## config.mk

```make
export PLATFORM = sky130hd
export DESIGN_NAME = tick_and_time_of_year_timers
export DESIGN_NICKNAME = d
export VERILOG_FILES = /design/src/core/tick_timer_pkg.sv /design/src/core/tick_divider.sv /design/src/core/tick_and_time_of_year_timers.sv
export SDC_FILE = /design/constraint.sdc
export NUM_CORES = 1
export LEC_CHECK = 0
export ABC_AREA = 1
export BUFFER_PORTS_ARGS = -buffer_cell sky130_fd_sc_hd__buf_2
export CAP_MARGIN = 20
export CORE_MARGIN = 8
export CORE_UTILIZATION = 35
export CTS_BUF_LIST = sky130_fd_sc_hd__clkbuf_8 sky130_fd_sc_hd__clkbuf_16
export CTS_CLUSTER_DIAMETER = 50
export DETAILED_ROUTE_END_ITERATION = 10
export PLACE_DENSITY = 0.57
export SLEW_MARGIN = 20
export SYNTH_ARGS = -nofsm -noshare
export SYNTH_HDL_FRONTEND = slang
export SYNTH_SLANG_ARGS = --single-unit
export TNS_END_PERCENT = 10
```

## constraint.sdc

```tcl
create_clock -name CLK_IN -period 2.49 [get_ports CLK_IN]
set_input_delay 0.747 -clock CLK_IN [delete_from_list [all_inputs] [get_ports CLK_IN]]
set_output_delay 0.747 -clock CLK_IN [all_outputs]
set_load 0.005 [all_outputs]
```

## src/core/tick_timer_pkg.sv

```systemverilog
// Purpose: Shared constants and carriers for the tick and year timers
// Assumes: 50 MHz system clock, synchronous active-high reset
// Notes:   Register offsets are byte addresses on the register port
//
// Overview of operation
// Tick enable set: tick interrupt every 10 ms; clear: no requests.
// Tick bit 7 is read-only pending; cleared by vector read or level-16 ack.
// Tick enable bit is read/write, cleared by power-up and I/O reset.
// Tick bits 31:8 and 3:0 read one, bit 5 reads zero, writes ignored.
// Tick bit 4 is read-only, reads one when the I/O module is absent.
// Tick requests use level 17, vector C0, highest at that level.
// Firmware places tick vector 2400 00C0 at boot ROM location 5C.
// Year counter: unsigned 32 bits, one count per 10 ms tick.
// Year counter advances only while non-zero; zero holds until written.
// Battery-low flag after initialization clears the year counter.
// Software clears battery-low by writing one after loading a time.
// Subset enable bit 6 gives 10 ms interrupts; cleared by resets. Code: SRST_IN and power-good loss while halted; IO_RESET_IN leaves it set.
// Subset bits 31:7 and 5:0 read zero; software writes them zero.
// Subset requests use level 16, vector C0, highest at that level.
// The 100 Hz tick divides the system clock to exactly 10 ms.
package tick_timer_pkg;

  localparam int unsigned CLK_PERIOD_NS  = 20;
  localparam int unsigned TICK_PERIOD_NS = 10000000;
  localparam int unsigned TICK_CYCLES    = TICK_PERIOD_NS / CLK_PERIOD_NS;

  localparam logic [31:0] TICK_CTRL_MAIN_ADDR = 32'h1008_4010;
  localparam logic [31:0] TICK_CTRL_DIAG_ADDR = 32'h2008_4010;
  localparam logic [31:0] YEAR_TIME_MAIN_ADDR = 32'h1014_006C;
  localparam logic [31:0] YEAR_TIME_DIAG_ADDR = 32'h2014_006C;
  localparam logic [31:0] SUBSET_IPR_NUMBER   = 32'h0000_0018;

  localparam int unsigned TICK_PENDING_BIT = 7;
  localparam int unsigned TICK_ENABLE_BIT  = 6;
  localparam int unsigned IO_ABSENT_BIT    = 4;
  localparam int unsigned SUBSET_ENABLE_BIT = 6;

  localparam logic [31:0] TICK_CTRL_ONES   = 32'hFFFF_FF0F;
  localparam logic [31:0] YEAR_TIME_RESET  = 32'h0000_0000;
  localparam logic [31:0] READ_NONE        = 32'h0000_0000;

  localparam logic [4:0] TICK_LEVEL     = 5'h17;
  localparam logic [4:0] SUBSET_LEVEL   = 5'h16;
  localparam logic [7:0] TICK_VECTOR    = 8'hC0;
  localparam logic [7:0] SUBSET_VECTOR  = 8'hC0;

  typedef enum logic [1:0] {
    SEL_NONE,
    SEL_TICK_CTRL,
    SEL_YEAR_TIME,
    SEL_SUBSET
  } reg_sel_e;

  typedef struct packed {
    logic        rd;
    logic        wr;
    logic        ipr;
    logic [31:0] addr;
    logic [31:0] wdata;
  } reg_req_s;

  typedef struct packed {
    logic        req;
    logic [4:0]  level;
    logic [7:0]  vector;
    logic        top_priority;
  } irq_req_s;

endpackage

```

## src/core/tick_divider.sv

```systemverilog
// Purpose: Free-running divider giving one pulse per tick period
// Assumes: DIVIDE of at least 2
// Notes:   Pulse lasts one clock, first pulse DIVIDE cycles after reset
module tick_divider #(
  parameter int unsigned DIVIDE = tick_timer_pkg::TICK_CYCLES,
  parameter int unsigned WIDTH  = $clog2(DIVIDE)
) (
  input  wire logic clk,
  input  wire logic srst,
  output logic      tick
);

  localparam logic [WIDTH-1:0] LAST = WIDTH'(DIVIDE - 1);

  logic [WIDTH-1:0] count;

  // Exact period: counts 0 to DIVIDE-1 then wraps
  always_ff @(posedge clk) begin
    if (srst) begin
      count <= '0;
    end else if (count == LAST) begin
      count <= '0;
    end else begin
      count <= count + WIDTH'(1);
    end
  end

  always_ff @(posedge clk) begin
    if (srst) begin
      tick <= 1'b0;
    end else begin
      tick <= (count == LAST);
    end
  end

endmodule

```

## src/core/tick_and_time_of_year_timers.sv

```systemverilog
// Purpose: Tick timer, subset interval clock and year time counter
// Assumes: Register strobes are one-cycle pulses synchronous to CLK_IN
// Notes:   Read data appears one cycle after the read strobe
module tick_and_time_of_year_timers #(
  parameter int unsigned TICK_DIVIDE = tick_timer_pkg::TICK_CYCLES
) (
  input  wire logic                     CLK_IN,
  input  wire logic                     SRST_IN,
  input  wire logic                     IO_RESET_IN,
  input  wire logic                     DC_POWER_GOOD_IN,
  input  wire logic                     PROC_HALTED_IN,
  input  wire logic                     IO_MODULE_ABSENT_IN,
  input  wire logic                     BATTERY_LOW_FLAG_IN,
  input  wire logic                     VECTOR_READ_PORT_TWO_IN,
  input  wire logic                     DIAG_ACK_LEVEL16_IN,
  input  wire tick_timer_pkg::reg_req_s REG_REQ_IN,
  output logic [31:0]                   REG_RDATA_OUT,
  output logic                          REG_RVALID_OUT,
  output tick_timer_pkg::irq_req_s      TICK_IRQ_OUT,
  output tick_timer_pkg::irq_req_s      SUBSET_IRQ_OUT
);

  logic        tick;
  logic        interrupt_enable;
  logic        tick_pending_flag;
  logic        subset_enable;
  logic        subset_pending;
  logic [31:0] year_time_counter;
  logic        power_good_prev;
  logic        battery_low_prev;
  logic        power_good_drop;
  logic        battery_low_rise;
  logic        year_time_running;
  logic        tick_ctrl_wr;
  logic        year_time_wr;
  logic        subset_wr;
  logic [31:0] next_read;
  tick_timer_pkg::reg_sel_e sel;

  // Both cores see the tick and year registers at their own address windows; the subset register is IPR 18 for both
  function automatic tick_timer_pkg::reg_sel_e decode(
    input logic        ipr,
    input logic [31:0] addr
  );
    tick_timer_pkg::reg_sel_e result;
    result = tick_timer_pkg::SEL_NONE;
    if (ipr) begin
      if (addr == tick_timer_pkg::SUBSET_IPR_NUMBER) begin
        result = tick_timer_pkg::SEL_SUBSET;
      end
    end else if (addr == tick_timer_pkg::TICK_CTRL_MAIN_ADDR ||
                 addr == tick_timer_pkg::TICK_CTRL_DIAG_ADDR) begin
      result = tick_timer_pkg::SEL_TICK_CTRL;
    end else if (addr == tick_timer_pkg::YEAR_TIME_MAIN_ADDR ||
                 addr == tick_timer_pkg::YEAR_TIME_DIAG_ADDR) begin
      result = tick_timer_pkg::SEL_YEAR_TIME;
    end
    return result;
  endfunction

  tick_divider #(
    .DIVIDE (TICK_DIVIDE)
  ) u_divider (
    .clk  (CLK_IN),
    .srst (SRST_IN),
    .tick (tick)
  );

  assign sel = decode(REG_REQ_IN.ipr, REG_REQ_IN.addr);
  assign tick_ctrl_wr = REG_REQ_IN.wr &&
                        (sel == tick_timer_pkg::SEL_TICK_CTRL);
  assign year_time_wr = REG_REQ_IN.wr &&
                        (sel == tick_timer_pkg::SEL_YEAR_TIME);
  assign subset_wr    = REG_REQ_IN.wr &&
                        (sel == tick_timer_pkg::SEL_SUBSET);

  // Edge detectors for the power-good and battery-low levels
  always_ff @(posedge CLK_IN) begin
    if (SRST_IN) begin
      power_good_prev  <= 1'b1;
      battery_low_prev <= 1'b0;
    end else begin
      power_good_prev  <= DC_POWER_GOOD_IN;
      battery_low_prev <= BATTERY_LOW_FLAG_IN;
    end
  end

  assign power_good_drop  = power_good_prev && !DC_POWER_GOOD_IN;
  // Prev resets low, so a flag already set at release counts as a rise
  assign battery_low_rise = BATTERY_LOW_FLAG_IN && !battery_low_prev;

  // Zero is the stopped state, not a count value
  assign year_time_running =
    (year_time_counter != tick_timer_pkg::YEAR_TIME_RESET);

  // Tick enable: only bit 6 of a write is kept
  always_ff @(posedge CLK_IN) begin
    if (SRST_IN || IO_RESET_IN) begin
      interrupt_enable <= 1'b0;
    end else if (tick_ctrl_wr) begin
      interrupt_enable <=
        REG_REQ_IN.wdata[tick_timer_pkg::TICK_ENABLE_BIT];
    end
  end

  // Set wins over clear so a tick on the acknowledge cycle is not lost
  always_ff @(posedge CLK_IN) begin
    if (SRST_IN || IO_RESET_IN) begin
      tick_pending_flag <= 1'b0;
    end else if (tick && interrupt_enable) begin
      tick_pending_flag <= 1'b1;
    end else if (VECTOR_READ_PORT_TWO_IN || DIAG_ACK_LEVEL16_IN) begin
      tick_pending_flag <= 1'b0;
    end else if (!interrupt_enable) begin
      // Disabling drops a stale pending tick as well
      tick_pending_flag <= 1'b0;
    end
  end

  // Subset enable cleared on power-good loss only while halted
  always_ff @(posedge CLK_IN) begin
    if (SRST_IN) begin
      subset_enable <= 1'b0;
    end else if (power_good_drop && PROC_HALTED_IN) begin
      subset_enable <= 1'b0;
    end else if (subset_wr) begin
      subset_enable <=
        REG_REQ_IN.wdata[tick_timer_pkg::SUBSET_ENABLE_BIT];
    end
  end

  // Level-16 acknowledge also retires the subset request
  always_ff @(posedge CLK_IN) begin
    if (SRST_IN) begin
      subset_pending <= 1'b0;
    end else if (tick && subset_enable) begin
      subset_pending <= 1'b1;
    end else if (DIAG_ACK_LEVEL16_IN || !subset_enable) begin
      subset_pending <= 1'b0;
    end
  end

  // Battery clear beats a same-cycle write; write beats the tick
  always_ff @(posedge CLK_IN) begin
    if (SRST_IN) begin
      year_time_counter <= tick_timer_pkg::YEAR_TIME_RESET;
    end else if (battery_low_rise) begin
      year_time_counter <= tick_timer_pkg::YEAR_TIME_RESET;
    end else if (year_time_wr) begin
      year_time_counter <= REG_REQ_IN.wdata;
    end else if (tick && year_time_running) begin
      year_time_counter <= year_time_counter + 32'h0000_0001;
    end
  end

  // Read multiplexer
  always_comb begin
    next_read = tick_timer_pkg::READ_NONE;
    case (sel)
      tick_timer_pkg::SEL_TICK_CTRL: begin
        next_read = tick_timer_pkg::TICK_CTRL_ONES;
        next_read[tick_timer_pkg::TICK_PENDING_BIT] =
          tick_pending_flag;
        next_read[tick_timer_pkg::TICK_ENABLE_BIT] =
          interrupt_enable;
        next_read[tick_timer_pkg::IO_ABSENT_BIT] =
          IO_MODULE_ABSENT_IN;
      end
      tick_timer_pkg::SEL_YEAR_TIME: begin
        next_read = year_time_counter;
      end
      tick_timer_pkg::SEL_SUBSET: begin
        next_read[tick_timer_pkg::SUBSET_ENABLE_BIT] =
          subset_enable;
      end
      default: begin
        next_read = tick_timer_pkg::READ_NONE;
      end
    endcase
  end

  // Unmapped reads still answer, with zero
  always_ff @(posedge CLK_IN) begin
    if (SRST_IN) begin
      REG_RDATA_OUT  <= tick_timer_pkg::READ_NONE;
      REG_RVALID_OUT <= 1'b0;
    end else begin
      // Data holds between reads; only the valid flag pulses
      REG_RVALID_OUT <= REG_REQ_IN.rd;
      if (REG_REQ_IN.rd) begin
        REG_RDATA_OUT <= next_read;
      end
    end
  end

  // Vector value itself comes from the boot ROM, not from here
  always_ff @(posedge CLK_IN) begin
    if (SRST_IN) begin
      TICK_IRQ_OUT.req          <= 1'b0;
      TICK_IRQ_OUT.level        <= 5'h00;
      TICK_IRQ_OUT.vector       <= 8'h00;
      TICK_IRQ_OUT.top_priority <= 1'b0;
    end else begin
      TICK_IRQ_OUT.req          <= tick_pending_flag;
      TICK_IRQ_OUT.level        <= tick_timer_pkg::TICK_LEVEL;
      TICK_IRQ_OUT.vector       <= tick_timer_pkg::TICK_VECTOR;
      TICK_IRQ_OUT.top_priority <= 1'b1;
    end
  end

  always_ff @(posedge CLK_IN) begin
    if (SRST_IN) begin
      SUBSET_IRQ_OUT.req          <= 1'b0;
      SUBSET_IRQ_OUT.level        <= 5'h00;
      SUBSET_IRQ_OUT.vector       <= 8'h00;
      SUBSET_IRQ_OUT.top_priority <= 1'b0;
    end else begin
      SUBSET_IRQ_OUT.req          <= subset_pending;
      SUBSET_IRQ_OUT.level        <= tick_timer_pkg::SUBSET_LEVEL;
      SUBSET_IRQ_OUT.vector       <= tick_timer_pkg::SUBSET_VECTOR;
      SUBSET_IRQ_OUT.top_priority <= 1'b1;
    end
  end

endmodule

```

==> results.rst <==
.. list-table::
   :header-rows: 1

   * - Metric
     - Value
   * - Core Area
     - 15700 µm²
   * - Worst Max-Slew Pin Slew
     - 759 ps
   * - I/O pins
     - 139
   * - Outcome
     - finished clean
   * - Number of enable-type register cells in the synthesized netlist
     - 0
   * - Fin. Hold Viols
     - 0
   * - Library cell appearing most often on the critical path
     - sky130_fd_sc_hd__nand2_1
   * - Delay of the slowest cell on the worst path
     - 420 ps
   * - Count of port buffers added during placement
     - 123
   * - Via total after detailed routing
     - 5452
   * - Die height
     - 142 µm
   * - Reg-to-reg endpoint
     - year_time_counter[20]
   * - WL/cell
     - 13.2 µm
   * - Leftover overflow at the end of global routing
     - 0
   * - Highest fanout seen on the critical path
     - 5
   * - Number of cells on the worst reg-to-reg path
     - 13
   * - Ratio of total power to cell area
     - 488 nW/µm²
   * - R2r startpoint
     - year_time_counter[1]
   * - Number of different library cells in the post-synthesis netlist
     - 39
   * - Dominant cells by area after synthesis
     - sky130_fd_sc_hd__dfxtp_1 34%, sky130_fd_sc_hd__nand2_1 15%, sky130_fd_sc_hd__nor2_1 9.4%
   * - Buffers inserted during post-CTS setup optimization
     - 0
   * - Final-layout setup total negative slack
     - 0 ps
   * - Hold Path Depth
     - 2
   * - Final antenna-violating net count
     - 0
   * - Clock period minus worst slack
     - 2020 ps
   * - Net count reported at finish
     - 1060
   * - Data required time of the worst path
     - 2770 ps
   * - Routability congestion estimate from global placement
     - 0.897
   * - Area share of the largest cell type after synthesis
     - 33.9%
   * - Yosys top cell by area
     - sky130_fd_sc_hd__dfxtp_1
   * - Max Slew Vio Count
     - 0
   * - Kind of start point of the critical path
     - flop
   * - TritonCTS buffer count
     - 9
   * - Fraction of final layout cells with drive strength greater than 1
     - 17.4%
   * - Flop2flop setup slack
     - 470 ps
   * - Die Footprint
     - 20200 µm²
   * - Global-route wire length before repair
     - 26.0 mm
   * - Relative slew slack
     - 49.3%
   * - Combined buffer and inverter count along the critical path
     - 1
   * - Drt drc
     - 0
   * - Kind of end point of the critical path
     - flop
   * - Cells after synthesis
     - 877
   * - Top cells by count, synth
     - 217 x sky130_fd_sc_hd__nand2_1, 139 x sky130_fd_sc_hd__nor2_1, 103 x sky130_fd_sc_hd__inv_1
   * - Area of placed instances
     - 6240 µm²
   * - Synth Area per Inst
     - 6.34 µm²
   * - Area grow syn2layout
     - 17.6%
   * - F_max
     - 0.495 GHz
   * - Hold worst-path end
     - SUBSET_IRQ_OUT[14]
   * - Fillers
     - 1775
   * - Largest net degree at the start of global routing
     - 34
   * - Maximum vdd drop
     - 0.000293 V
   * - Global Route Usage Sum
     - 15.7%
   * - Critical-path cell list
     - ha_1, nand3_1, nor2_1, nand2_1, nor2_2, nand2_1, nor2_1, nand2_1, nand2_1, nand2_1, nand3_1, nand2_1, inv_1
   * - Dominant synthesized flop cell
     - sky130_fd_sc_hd__dfxtp_1
   * - Hold-fix buffers at CTS
     - 0
   * - Total half-perimeter wirelength after legalization and detailed placement
     - 12.4 mm
   * - Sequential share of the synthesized area
     - 33.9%
   * - Fin util
     - 41.6%
   * - Hold_sp
     - subset_pending
   * - Lkg Pwr
     - 0.00307 µW
   * - Share of async-settable or async-resettable flops after synthesis
     - 0%
   * - Initial DRT Pass Iterations
     - 4
   * - Number of DRC markers in iteration 0
     - 275
   * - Clock Tree Buf Depth
     - 2
   * - RSZ-0062 raised after global routing
     - no
   * - Clock Root Buffer
     - sky130_fd_sc_hd__clkbuf_16
   * - Final setup fails
     - 0
   * - Number of maximum-capacitance violations
     - 0
   * - Most used standard cell by instance count after synthesis
     - sky130_fd_sc_hd__nand2_1
   * - Row count
     - 46
   * - Antenna cells
     - 0
   * - Final period utilization
     - 81.2%
   * - Slowest cell on crit path
     - sky130_fd_sc_hd__dfxtp_1
   * - Number of global-route vias before repair
     - 5173
   * - Number of antenna violations at the first check in global routing
     - 0
   * - Initial Util
     - 35.4%
   * - Clock sink count
     - 94
   * - Cell family contributing the most delay on the critical path
     - simple AND/OR/NAND/NOR gates
   * - Final setup skew
     - 6.46 ps
   * - Routed vias/inst
     - 4.54
   * - Horizontal extent of the die
     - 142 µm
   * - Arrival time of the worst setup path
     - 2310 ps
   * - Type of the tightest min-delay check
     - flop to flop
   * - DRT Wirelength
     - 15.9 mm
   * - Synth warnings
     - 0
   * - Clock insertion delay at the later pin of the skew report
     - 340 ps
   * - Area of all placed cells without fillers
     - 6540 µm²
   * - Maximum level of the CTS H-tree
     - 3
   * - Critical Setup Path Class
     - flop to flop
   * - CTS tree
     - yes
   * - Register bit total from synthesis
     - 94
   * - Clock-pin slew on the worst setup and hold paths
     - 70 ps
   * - Synthesized cell area
     - 5560 µm²
   * - Resize count post-CTS
     - 0
-- state kept, by name, indices dropped and copies added (netlist names) --
name / flops
battery_low_prev: 1
interrupt_enable: 1
u_divider.tick: 1
subset_pending: 1
tick_pending_flag: 1
REG_RDATA_OUT: 32
power_good_prev: 1
REG_RVALID_OUT: 1
TICK_IRQ_OUT: 1
SUBSET_IRQ_OUT: 2
u_divider.count: 19
year_time_counter: 32
subset_enable: 1
-- worst max-delay path by stage --
stage,cells past startpoint,slack (ps),from,to
after CTS,12,480,REG_REQ_IN[57],year_time_counter[31]
after detailed placement,12,140,REG_REQ_IN[56],year_time_counter[30]
after global routing,13,160,year_time_counter[1],year_time_counter[20]
final,13,470,year_time_counter[1],year_time_counter[20]
after floorplan,13,480,REG_REQ_IN[57],year_time_counter[16]
after global placement,12,190,REG_REQ_IN[57],year_time_counter[28]
-- per-stage QoR --
stage                     hold WS, ps  instances  power, µW  setup slack (ps)
final                             444       1201       3190               468
after global routing              474       1201       3340               155
after CTS                         439       1201       3230               481
after detailed placement          429       1186       1850               136
after global placement            432       1186       1840               195
after floorplan                   411        891       1730               477
-- where the power goes --
group | total (µW) | internal (µW) | switching [µW]
combinational | 257 | 108 | 149
clock | 1380 | 802 | 579
sequential | 1550 | 1530 | 16.9
total | 3190 | 2440 | 745
-- layout make-up --
cell class	instances	area, µm²	area share (%)
flip-flops and latches	94	1880	28.8
repair buffers	134	723	11.1
clock inverters	5	60.1	0.919
clock buffers	10	239	3.66
multi-input cells	635	2960	45.2
inverters	107	405	6.20
well taps	216	270	4.13
-- tightest hold or removal path, cell delays in order (launching register included) --
cell                      delay, ps
sky130_fd_sc_hd__dfxtp_1        300
sky130_fd_sc_hd__inv_1           70
sky130_fd_sc_hd__nor2_1          40
-- cell families after synthesis --
logic type | count (synthesis) | share of synthesized area (%)
buffers and inverters | 162 | 13.9
XOR/XNOR | 21 | 3.31
AO/OA/AOI/OAI | 104 | 9.75
flip-flops | 94 | 33.9
other | 1 | 0.0675
AND/OR/NAND/NOR | 492 | 38.4
adder cells (fa/ha/maj) | 3 | 0.675
-- per-layer routing --
layer / vias to the layer above / GRT usage, % / share of wire, %
met1: 2376 / 21.0 / 49
met5: - / 0 / 0
met4: 0 / 4.07 / 0.79
li1: 2950 / - / -
met2: 119 / 24.6 / 44
met3: 7 / 3.92 / 6.0
-- cells in the final DEF (no fill, tap or decap), drive strengths merged --
| cell type | n |
|---|---|
| o211a | 1 |
| nor3 | 21 |
| ha | 3 |
| o221ai | 2 |
| bufinv | 1 |
| nand4 | 22 |
| xor2 | 19 |
| xnor2 | 2 |
| and3 | 1 |
| or2 | 3 |
| a21oi | 51 |
| nor4 | 2 |
| clkbuf | 10 |
| o21a | 1 |
| conb | 15 |
| clkinv | 4 |
| nand3 | 71 |
| nand3b | 3 |
| o21ai | 48 |
| nor2 | 147 |
| o211ai | 1 |
| inv | 106 |
| clkinvlp | 1 |
| buf | 134 |
| nand2 | 219 |
| dfxtp | 94 |
| nor3b | 3 |
Power figures use the tool's default switching activity.
